[src/tcmp_pkg.sv]
// tcmp_pkg: register map, field positions and reset values of the timer compare block
package tcmp_pkg;
  localparam int unsigned TCMP_AW = 8;
  localparam logic [7:0] TCMP_OFF_CMP = 8'h00;
  localparam logic [7:0] TCMP_OFF_MASK = 8'h04;
  localparam logic [7:0] TCMP_OFF_FLAG = 8'h08;
  localparam logic [7:0] TCMP_OFF_CTRL = 8'h0c;
  localparam logic [7:0] TCMP_OFF_CNT = 8'h10;
  localparam logic [7:0] TCMP_OFF_PORT = 8'h14;
  localparam int unsigned TCMP_BIT_CMP_IE = 7;
  localparam int unsigned TCMP_BIT_OVF_IE = 6;
  localparam int unsigned TCMP_BIT_CMP_F = 7;
  localparam int unsigned TCMP_BIT_OVF_F = 6;
  localparam int unsigned TCMP_BIT_FORCE = 7;
  localparam int unsigned TCMP_BIT_WGM0 = 6;
  localparam int unsigned TCMP_BIT_COM_HI = 5;
  localparam int unsigned TCMP_BIT_COM_LO = 4;
  localparam int unsigned TCMP_BIT_WGM1 = 3;
  localparam int unsigned TCMP_BIT_LATCH = 0;
  localparam int unsigned TCMP_BIT_DIR = 1;
  localparam logic [7:0] TCMP_RST_CMP = 8'h00;
  localparam logic [7:0] TCMP_RST_MASK = 8'h00;
  localparam logic [7:0] TCMP_RST_FLAG = 8'h00;
  localparam logic [7:0] TCMP_RST_CTRL = 8'h00;
  localparam logic [7:0] TCMP_RST_CNT = 8'h00;
  localparam logic [1:0] TCMP_RST_PORT = 2'h0;
  localparam logic [7:0] TCMP_CNT_MAX = 8'hff;
  localparam logic [7:0] TCMP_CNT_BOT = 8'h00;
  localparam logic [1:0] TCMP_RESP_OK = 2'h0;
  localparam logic [1:0] TCMP_RESP_ERR = 2'h2;
  typedef enum logic [1:0] {TCMP_COM_OFF, TCMP_COM_TGL, TCMP_COM_CLR, TCMP_COM_SET} tcmp_com_t;
endpackage

[src/tcmp_mod_if.sv]
// tcmp_mod_if: signals between the timer core and the pin modulator
`timescale 1ns/1ps
`default_nettype none
interface tcmp_mod_if;
  logic carrier;
  logic modulating;
  logic carrier_en;
  logic modulating_en;
  logic latch;
  logic legacy;
  logic pin_value;
  modport core (output carrier, modulating, carrier_en, modulating_en, latch, legacy,
                input pin_value);
  modport modr (input carrier, modulating, carrier_en, modulating_en, latch, legacy,
                output pin_value);
endinterface
`default_nettype wire

[src/tcmp_modulator.sv]
// tcmp_modulator: combines the two compare outputs that share one pin
`timescale 1ns/1ps
`default_nettype none
module tcmp_modulator
  import tcmp_pkg::*;
(
  tcmp_mod_if.modr m
);
  logic both_en;
  // no separate enable: both modes nonzero, outside legacy mode, is the enable
  assign both_en = m.carrier_en && m.modulating_en && !m.legacy;

  always_comb begin
    if (both_en) begin
      // latch low gives AND, high gives OR
      m.pin_value = m.latch ? (m.carrier | m.modulating)
                            : (m.carrier & m.modulating);
    end else if (m.carrier_en) begin
      m.pin_value = m.carrier;
    end else if (m.modulating_en) begin
      m.pin_value = m.modulating;
    end else begin
      m.pin_value = m.latch;
    end
  end
endmodule
`default_nettype wire

[src/tcmp_top.sv]
// tcmp_top: 8-bit timer compare, flags, interrupt requests and shared pin output
// Contract
// - 8-bit compare value, compared with counter continuously
// - compare request needs enable, global enable, flag
// - overflow request needs enable, global enable, flag
// - counter equal compare sets compare flag
// - compare vector execution clears compare flag
// - writing one clears compare flag, zero keeps
// - counter overflow sets overflow flag outside pwm
// - overflow vector or written one clears flag
// - phase pwm sets overflow flag at bottom turn
// - compare, mask, flag reset zero, all read/write
// - enabled compare output overrides pin data latch
// - both outputs enabled turns modulator on
// - modulator combines outputs by and or or
// - direction bit alone enables pin driver
// - no modulation in legacy compatibility mode
// - forced compare moves output, no flag, no request
// - counter write suppresses match on next tick
// - non-pwm modes: off, toggle, clear, set
//
// Decided for this implementation: the address map and the AXI4-Lite interface to the registers.
`timescale 1ns/1ps
`default_nettype none
module tcmp_top
  import tcmp_pkg::*;
(
  input wire logic aclk,
  input wire logic aresetn,
  input wire logic [TCMP_AW-1:0] s_axi_awaddr,
  input wire logic s_axi_awvalid,
  output logic s_axi_awready,
  input wire logic [31:0] s_axi_wdata,
  input wire logic [3:0] s_axi_wstrb,
  input wire logic s_axi_wvalid,
  output logic s_axi_wready,
  output logic [1:0] s_axi_bresp,
  output logic s_axi_bvalid,
  input wire logic s_axi_bready,
  input wire logic [TCMP_AW-1:0] s_axi_araddr,
  input wire logic s_axi_arvalid,
  output logic s_axi_arready,
  output logic [31:0] s_axi_rdata,
  output logic [1:0] s_axi_rresp,
  output logic s_axi_rvalid,
  input wire logic s_axi_rready,
  input wire logic timer_tick,
  input wire logic global_irq_enable,
  input wire logic compare_vector_ack,
  input wire logic overflow_vector_ack,
  input wire logic legacy_mode,
  input wire logic modulating_compare_output,
  input wire logic modulating_output_enable,
  output logic compare_irq_req,
  output logic overflow_irq_req,
  output logic shared_output_pin,
  output logic shared_output_pin_oe
);
  // bus state
  logic aw_held_q, aw_held_d, w_held_q, w_held_d;
  logic [TCMP_AW-1:0] aw_addr_q, aw_addr_d;
  logic [7:0] w_data_q, w_data_d;
  logic w_lane_q, w_lane_d;
  logic awready_q, awready_d, wready_q, wready_d;
  logic bvalid_q, bvalid_d, arready_q, arready_d, rvalid_q, rvalid_d;
  logic [1:0] bresp_q, bresp_d, rresp_q, rresp_d;
  logic [31:0] rdata_q, rdata_d;
  logic do_write;
  logic wr_cmp, wr_mask, wr_flag, wr_ctrl, wr_cnt, wr_port;
  // timer state
  logic [7:0] compare_value_q, compare_value_d;
  logic [7:0] timer_interrupt_mask_q, timer_interrupt_mask_d;
  logic [7:0] timer_interrupt_flags_q, timer_interrupt_flags_d;
  logic [6:0] ctrl_q, ctrl_d;
  logic [7:0] counter_value_q, counter_value_d;
  logic count_down_q, count_down_d;
  logic block_q, block_d;
  logic carrier_compare_output_q, carrier_compare_output_d;
  logic shared_pin_data_latch_q, shared_pin_data_latch_d;
  logic shared_pin_direction_q, shared_pin_direction_d;
  logic match, overflow, force_compare_strobe, is_pwm, is_ctc;
  logic [7:0] flag_set, flag_clr;
  tcmp_com_t carrier_output_mode;
  // output state
  logic cmp_irq_q, cmp_irq_d, ovf_irq_q, ovf_irq_d;
  logic pin_q, pin_oe_q;

  tcmp_mod_if mif ();

  assign do_write = aw_held_q && w_held_q && !bvalid_q;
  assign wr_cmp = do_write && w_lane_q && aw_addr_q == TCMP_OFF_CMP;
  assign wr_mask = do_write && w_lane_q && aw_addr_q == TCMP_OFF_MASK;
  assign wr_flag = do_write && w_lane_q && aw_addr_q == TCMP_OFF_FLAG;
  assign wr_ctrl = do_write && w_lane_q && aw_addr_q == TCMP_OFF_CTRL;
  assign wr_cnt = do_write && w_lane_q && aw_addr_q == TCMP_OFF_CNT;
  assign wr_port = do_write && w_lane_q && aw_addr_q == TCMP_OFF_PORT;

  function automatic logic mapped(input logic [TCMP_AW-1:0] a);
    mapped = a == TCMP_OFF_CMP || a == TCMP_OFF_MASK || a == TCMP_OFF_FLAG ||
             a == TCMP_OFF_CTRL || a == TCMP_OFF_CNT || a == TCMP_OFF_PORT;
  endfunction

  always_comb begin
    aw_held_d = aw_held_q;
    aw_addr_d = aw_addr_q;
    w_held_d = w_held_q;
    w_data_d = w_data_q;
    w_lane_d = w_lane_q;
    bvalid_d = bvalid_q;
    bresp_d = bresp_q;
    arready_d = arready_q;
    rvalid_d = rvalid_q;
    rresp_d = rresp_q;
    rdata_d = rdata_q;
    if (s_axi_awvalid && awready_q) begin
      aw_held_d = 1'b1;
      aw_addr_d = {s_axi_awaddr[TCMP_AW-1:2], 2'b00};
    end
    if (s_axi_wvalid && wready_q) begin
      w_held_d = 1'b1;
      w_data_d = s_axi_wdata[7:0];
      w_lane_d = s_axi_wstrb[0];
    end
    if (do_write) begin
      aw_held_d = 1'b0;
      w_held_d = 1'b0;
      bvalid_d = 1'b1;
      bresp_d = mapped(aw_addr_q) ? TCMP_RESP_OK : TCMP_RESP_ERR;
    end else if (bvalid_q && s_axi_bready) begin
      bvalid_d = 1'b0;
    end
    if (s_axi_arvalid && arready_q) begin
      arready_d = 1'b0;
      rvalid_d = 1'b1;
      rresp_d = mapped({s_axi_araddr[TCMP_AW-1:2], 2'b00}) ? TCMP_RESP_OK : TCMP_RESP_ERR;
      rdata_d = 32'h0000_0000;
      case ({s_axi_araddr[TCMP_AW-1:2], 2'b00})
        TCMP_OFF_CMP: rdata_d[7:0] = compare_value_q;
        TCMP_OFF_MASK: rdata_d[7:0] = timer_interrupt_mask_q;
        TCMP_OFF_FLAG: rdata_d[7:0] = timer_interrupt_flags_q;
        TCMP_OFF_CTRL: rdata_d[6:0] = ctrl_q; // force strobe reads as zero
        TCMP_OFF_CNT: rdata_d[7:0] = counter_value_q;
        TCMP_OFF_PORT: rdata_d[1:0] = {shared_pin_direction_q, shared_pin_data_latch_q};
        default: rdata_d = 32'h0000_0000;
      endcase
    end else if (rvalid_q && s_axi_rready) begin
      rvalid_d = 1'b0;
      arready_d = 1'b1;
    end
    awready_d = !aw_held_d && !bvalid_d;
    wready_d = !w_held_d && !bvalid_d;
  end

  always_ff @(posedge aclk) begin
    if (!aresetn) begin
      aw_held_q <= 1'b0;
      aw_addr_q <= '0;
      w_held_q <= 1'b0;
      w_data_q <= 8'h00;
      w_lane_q <= 1'b0;
      awready_q <= 1'b0;
      wready_q <= 1'b0;
      bvalid_q <= 1'b0;
      bresp_q <= TCMP_RESP_OK;
      arready_q <= 1'b1;
      rvalid_q <= 1'b0;
      rresp_q <= TCMP_RESP_OK;
      rdata_q <= 32'h0000_0000;
    end else begin
      aw_held_q <= aw_held_d;
      aw_addr_q <= aw_addr_d;
      w_held_q <= w_held_d;
      w_data_q <= w_data_d;
      w_lane_q <= w_lane_d;
      awready_q <= awready_d;
      wready_q <= wready_d;
      bvalid_q <= bvalid_d;
      bresp_q <= bresp_d;
      arready_q <= arready_d;
      rvalid_q <= rvalid_d;
      rresp_q <= rresp_d;
      rdata_q <= rdata_d;
    end
  end

  assign is_pwm = ctrl_q[TCMP_BIT_WGM0];
  assign is_ctc = ctrl_q[TCMP_BIT_WGM1];
  assign carrier_output_mode = tcmp_com_t'(ctrl_q[TCMP_BIT_COM_HI:TCMP_BIT_COM_LO]);
  // a counter write blanks the very next tick's match
  assign match = timer_tick && !block_q && counter_value_q == compare_value_q;
  assign force_compare_strobe = wr_ctrl && w_data_q[TCMP_BIT_FORCE] && !is_pwm;
  // phase correct flags at the bottom turn, the other modes at max
  assign overflow = timer_tick && (is_pwm && !is_ctc ?
                    count_down_q && counter_value_q == TCMP_CNT_BOT :
                    counter_value_q == TCMP_CNT_MAX);
  assign flag_set = {match, overflow, 6'b00_0000};
  assign flag_clr = (wr_flag ? w_data_q : 8'h00) |
                    {compare_vector_ack, overflow_vector_ack, 6'b00_0000};

  always_comb begin
    compare_value_d = wr_cmp ? w_data_q : compare_value_q;
    timer_interrupt_mask_d = wr_mask ? w_data_q : timer_interrupt_mask_q;
    // set wins over a clear in the same cycle
    timer_interrupt_flags_d = (timer_interrupt_flags_q & ~flag_clr) | flag_set;
    ctrl_d = wr_ctrl ? w_data_q[6:0] : ctrl_q;
    shared_pin_data_latch_d = wr_port ? w_data_q[TCMP_BIT_LATCH] : shared_pin_data_latch_q;
    shared_pin_direction_d = wr_port ? w_data_q[TCMP_BIT_DIR] : shared_pin_direction_q;
    counter_value_d = counter_value_q;
    count_down_d = count_down_q;
    block_d = block_q;
    if (timer_tick) begin
      block_d = 1'b0;
      if (is_pwm && !is_ctc) begin
        if (!count_down_q && counter_value_q == TCMP_CNT_MAX) begin
          count_down_d = 1'b1;
          counter_value_d = counter_value_q - 8'h01;
        end else if (count_down_q && counter_value_q == TCMP_CNT_BOT) begin
          count_down_d = 1'b0;
          counter_value_d = counter_value_q + 8'h01;
        end else begin
          counter_value_d = count_down_q ? counter_value_q - 8'h01 : counter_value_q + 8'h01;
        end
      end else if (is_ctc && !is_pwm && counter_value_q == compare_value_q) begin
        counter_value_d = TCMP_CNT_BOT;
      end else begin
        count_down_d = 1'b0;
        counter_value_d = counter_value_q + 8'h01;
      end
    end
    if (wr_cnt) begin
      counter_value_d = w_data_q;
      block_d = 1'b1;
    end
    carrier_compare_output_d = carrier_compare_output_q;
    if (!is_pwm && (match || force_compare_strobe)) begin
      case (carrier_output_mode)
        TCMP_COM_TGL: carrier_compare_output_d = !carrier_compare_output_q;
        TCMP_COM_CLR: carrier_compare_output_d = 1'b0;
        TCMP_COM_SET: carrier_compare_output_d = 1'b1;
        default: carrier_compare_output_d = carrier_compare_output_q;
      endcase
    end else if (is_pwm && carrier_output_mode[1]) begin
      if (match) begin
        carrier_compare_output_d = carrier_output_mode[0] ^ (!is_ctc && count_down_q);
      end else if (is_ctc && timer_tick && counter_value_q == TCMP_CNT_MAX) begin
        carrier_compare_output_d = !carrier_output_mode[0];
      end
    end
  end

  always_ff @(posedge aclk) begin
    if (!aresetn) begin
      compare_value_q <= TCMP_RST_CMP;
      timer_interrupt_mask_q <= TCMP_RST_MASK;
      timer_interrupt_flags_q <= TCMP_RST_FLAG;
      ctrl_q <= TCMP_RST_CTRL[6:0];
      counter_value_q <= TCMP_RST_CNT;
      count_down_q <= 1'b0;
      block_q <= 1'b0;
      carrier_compare_output_q <= 1'b0;
      shared_pin_data_latch_q <= TCMP_RST_PORT[TCMP_BIT_LATCH];
      shared_pin_direction_q <= TCMP_RST_PORT[TCMP_BIT_DIR];
    end else begin
      compare_value_q <= compare_value_d;
      timer_interrupt_mask_q <= timer_interrupt_mask_d;
      timer_interrupt_flags_q <= timer_interrupt_flags_d;
      ctrl_q <= ctrl_d;
      counter_value_q <= counter_value_d;
      count_down_q <= count_down_d;
      block_q <= block_d;
      carrier_compare_output_q <= carrier_compare_output_d;
      shared_pin_data_latch_q <= shared_pin_data_latch_d;
      shared_pin_direction_q <= shared_pin_direction_d;
    end
  end

  assign mif.carrier = carrier_compare_output_q;
  assign mif.modulating = modulating_compare_output;
  assign mif.carrier_en = carrier_output_mode != TCMP_COM_OFF;
  assign mif.modulating_en = modulating_output_enable;
  assign mif.latch = shared_pin_data_latch_q;
  assign mif.legacy = legacy_mode;

  tcmp_modulator u_mod (
    .m(mif.modr)
  );

  always_comb begin
    cmp_irq_d = timer_interrupt_mask_q[TCMP_BIT_CMP_IE] && global_irq_enable &&
                timer_interrupt_flags_q[TCMP_BIT_CMP_F];
    ovf_irq_d = timer_interrupt_mask_q[TCMP_BIT_OVF_IE] && global_irq_enable &&
                timer_interrupt_flags_q[TCMP_BIT_OVF_F];
  end

  always_ff @(posedge aclk) begin
    if (!aresetn) begin
      cmp_irq_q <= 1'b0;
      ovf_irq_q <= 1'b0;
      pin_q <= 1'b0;
      pin_oe_q <= 1'b0;
    end else begin
      cmp_irq_q <= cmp_irq_d;
      ovf_irq_q <= ovf_irq_d;
      pin_q <= mif.pin_value;
      pin_oe_q <= shared_pin_direction_q;
    end
  end

  assign s_axi_awready = awready_q;
  assign s_axi_wready = wready_q;
  assign s_axi_bvalid = bvalid_q;
  assign s_axi_bresp = bresp_q;
  assign s_axi_arready = arready_q;
  assign s_axi_rvalid = rvalid_q;
  assign s_axi_rresp = rresp_q;
  assign s_axi_rdata = rdata_q;
  assign compare_irq_req = cmp_irq_q;
  assign overflow_irq_req = ovf_irq_q;
  assign shared_output_pin = pin_q;
  assign shared_output_pin_oe = pin_oe_q;
endmodule
`default_nettype wire

[config.mk]
export PLATFORM = sky130hd
export DESIGN_NAME = tcmp_top
export DESIGN_NICKNAME = d
export VERILOG_FILES = /design/src/tcmp_pkg.sv /design/src/tcmp_mod_if.sv /design/src/tcmp_modulator.sv /design/src/tcmp_top.sv
export SDC_FILE = /design/constraint.sdc
export NUM_CORES = 1
export LEC_CHECK = 0
export ABC_AREA = 1
export BUFFER_PORTS_ARGS = -buffer_cell sky130_fd_sc_hd__clkbuf_2
export CORE_MARGIN = 2
export CORE_UTILIZATION = 50
export CTS_CLUSTER_DIAMETER = 40
export CTS_CLUSTER_SIZE = 12
export DETAILED_ROUTE_END_ITERATION = 10
export GPL_TIMING_DRIVEN = 0
export HOLD_SLACK_MARGIN = 0.03
export PLACE_DENSITY = 0.82
export SYNTH_ARGS = -nofsm -noshare
export SYNTH_HDL_FRONTEND = slang
export SYNTH_SLANG_ARGS = --single-unit
export TNS_END_PERCENT = 10
[constraint.sdc]
create_clock -name aclk -period 1.8 [get_ports aclk]
set_clock_uncertainty 0.05 [all_clocks]
set_input_delay 0.18 -clock aclk [delete_from_list [all_inputs] [get_ports aclk]]
set_output_delay 0.18 -clock aclk [all_outputs]
set_load 0.005 [all_outputs]
==> impl_metrics.py <==
metrics = {
    "outcome": {
        "status": "complete, no violations",
    },
    "logic_synthesis": {
        "ys_types": 37,
        "synth.avg_cell_area_um2": 7.23,
        "synthMuxAreaShare_pct": 0,
        "synth_seq_area_share_pct": 39.3,
        "ys_warn_count": 0,
        "ys_ff_latch": 80,
        "synth_fa_ha_area_share_pct": 0.922,
        "syn_area_um2": 4070,
        "synth_top_family_by_area": "compound AO/OA/AOI/OAI gates",
        "synth-simple-area-share_pct": 21.2,
        "syn_inst": 563,
        "synth-compound-area-share_pct": 21.5,
        "synth_xor_xnor_area_share_pct": 2.80,
    },
    "critical_path": {
        "critPathTopFamily": "simple AND/OR/NAND/NOR gates",
        "cp_common_cell": "nand2_1",
        "cpMaxStageDelayCell": "dfxtp_2",
        "critPathRequiredTime_ns": 2.05,
        "criticalPathCategory": "reg2reg",
        "slowest_delay_ns": 0.37,
        "crit_cells": 12,
        "startpoint_type": "flip-flop",
        "path_cells": "inv_2, ha_2, nand2_1, inv_1, nand4_1, nand2_1, nand2_2, nand2_4, nand2_1, nor3_2, nor2_1, nor2_1",
        "critPathCaptureType": "flip-flop",
        "critPathBufInv": 2,
        "cp_max_fo": 6,
        "rr_worst_depth": 12,
        "arrival_ns": 2.01,
    },
    "floorplan": {
        "num_io_pins": 111,
        "die_x_um": 94.3,
        "start_util_pct": 52.2,
        "row_count": 32,
        "die_h_um": 94.3,
        "core_area_um2": 7810,
        "dieArea_um2": 8880,
    },
    "clock_network": {
        "cts_root_buf": "clkbuf_8",
        "numCtsBuffers": 9,
        "insertion_delay_ns": 0.36,
        "clock_sinks": 80,
        "clk_pin_slew_ns": 0.09,
        "htreeDepth": 3,
        "clockBufferDepth": 2,
        "cts_tree": "built",
    },
    "worst_hold_path": {
        "hold_path_depth": 3,
        "hold_path.class": "in2reg",
    },
    "global_route": {
        "grt_pass1_vias": 3859,
        "antenna_found_initial": 0,
        "gr-total-overflow": 0,
        "grt_first_pass_wirelength_um": 18500,
        "grt.total_usage_pct": 26.7,
        "grt_start_max_net_pins": 17,
    },
    "placement": {
        "hpwlAfterDp_um": 8600,
        "placed_cell_area_um2": 4560,
        "io_buffers": 53,
        "routabilityCongestion": 0.962,
    },
    "routing": {
        "drt_iter0_drc": 518,
        "ant_nets": 0,
        "first_pass_iters": 6,
        "wl_per_cell_um": 14.8,
        "vias": 4166,
        "routed_wl_um": 11300,
        "avgViaCountPerCell": 5.45,
        "drc": 0,
    },
    "cells_and_area": {
        "multi_input_area_um2": 2020,
        "fill_cells": 731,
        "most-common-layout-cells": "81 x nand2_1, 78 x dfxtp_1, 70 x inv_1",
        "n_antenna_cell": 0,
        "final_common_cell": "nand2_1",
        "finalInstanceArea_um2": 4840,
        "register_area_um2": 1610,
        "drive_gt1_share_pct": 21.1,
        "final_nets": 726,
        "synthToLayoutAreaGrowth_pct": 18.8,
    },
    "power_and_ir_drop": {
        "ir_drop_mv": 0.599,
        "leakagePower_nw": 2.17,
        "cellPowerDensity_nw_per_um2": 747,
    },
    "timing": {
        "finalCritPeriodShare_pct": 97.9,
        "tightestPinTransition_ns": 0.669,
        "grt_setup_unrepaired": "true",
        "finalCriticalPeriod_ns": 1.76,
        "maxSlewHeadroom_pct": 55.4,
        "maxSlewViolCount": 0,
        "tns_ns": 0,
        "fmax_mhz": 568,
        "finalSetupViolCount": 0,
        "hold_viol": 0,
        "whs_ns": 0.0361,
    },
    "job": {
        "cap_violations": 0,
    },
}
## per-layer routing
metal / global-route usage (%) / part of all wire, % / vias to the layer above
li1: - / - / 2016
met1: 33.9 / 41 / 1901
met2: 43.9 / 47 / 213
met3: 5.06 / 8.8 / 36
met4: 12.1 / 3.4 / 0
met5: 0 / 0 / -
## registers in the layout (all words and copies together), names as in the netlist, 6 cells and up
register,flops
compare_value_q,8
s_axi_rdata,8
timer_interrupt_mask_q,8
w_data_q,8
counter_value_q,8
aw_addr_q,6
timer_interrupt_flags_q,8
ctrl_q,7
## cell families (layout without fill, tap and decap cells)
| kind of cell | count (synthesis) | in the layout |
|---|---|---|
| xor+xnor | 13 | 13 |
| fa+ha+maj | 3 | 3 |
| buf+inv | 121 | 195 |
| simple gates | 184 | 184 |
| flops | 80 | 80 |
| compound gates | 161 | 161 |
| other cells | 1 | 26 |
## cell type report
type                    instances  share of cell area (%)
clock buffers                   9                    2.56
multi-input cells             387                    41.8
well taps                     102                    2.64
inverters                      81                    6.41
clock inverters                 7                    1.42
plain buffers                  40                    5.66
repair buffers                 58                    6.31
flip-flops and latches         80                    33.2
## worst register-to-register path: stages, from the launching register on
cell and delay [ns]:
dfxtp_2 0.37, inv_2 0.12, ha_2 0.18, nand2_1 0.06
inv_1 0.06, nand4_1 0.11, nand2_1 0.12, nand2_2 0.10
nand2_4 0.12, nand2_1 0.08, nor3_2 0.17, nor2_1 0.07
nor2_1 0.08
## final timing paths
kind                                                 startpoint                               endpoint  slack, ns
worst max register to register  counter_value_q[1]$_SDFFE_PN0P_        counter_value_q[7]$_SDFFE_PN0P_       0.04
worst max-delay path            counter_value_q[1]$_SDFFE_PN0P_        counter_value_q[7]$_SDFFE_PN0P_       0.04
worst min register to register         w_data_q[0]$_SDFFE_PN0P_  timer_interrupt_flags_q[0]$_SDFF_PN0_       0.38
worst min-delay path                            s_axi_awaddr[5]              aw_addr_q[5]$_SDFFE_PN0P_       0.04
## stage by stage
stage                     cells  util (%)  worst slack, ns  power (W)
after floorplan             588         -            0.296    0.00219
after global placement      743      58.4          0.00190    0.00232
after detailed placement    743      58.4          -0.0259    0.00234
after CTS                   760      61.1           0.0324    0.00359
after global routing        764      62.0           -0.109    0.00376
final                       764      62.0           0.0382    0.00361
## Yosys cell counts, drive strengths merged
master	count	area share, %
a211oi	4	0.74
a21oi	69	8.5
a221oi	6	1.3
a22oi	1	0.18
a31oi	1	0.15
a41oi	1	0.22
buf	31	5.9
clkbuf	9	0.83
clkinv	2	0.18
conb	1	0.092
dfxtp	80	39
ha	3	0.92
inv	79	7.3
nand2	86	8.5
nand3	29	3.9
nand4	11	2.2
nor2	49	5.3
nor3	9	1.2
o2111ai	1	0.22
o211ai	1	0.18
o21ai	62	7.6
o21bai	1	0.18
o221ai	2	0.43
o22ai	12	1.8
xnor2	7	1.5
xor2	6	1.3
## power by group
part / switching, W / internal [W] / leakage (nW) / total [W]
combinational: 0.000276 / 0.000177 / 1.42 / 0.000453
sequential: 0.0000449 / 0.00183 / 0.651 / 0.00187
clock: 0.000760 / 0.000528 / 0.0903 / 0.00129
## what timing repair did
action                                  in CTS  in global routing
gates resized for setup                      3                 15
hold buffers                                 1                  0
hold endpoints to repair                     2                  0
endpoints found under the setup margin       3                 24
buffers inserted                             0                  4
pin swaps                                    0                  3
(Power assumes the default switching activity.)
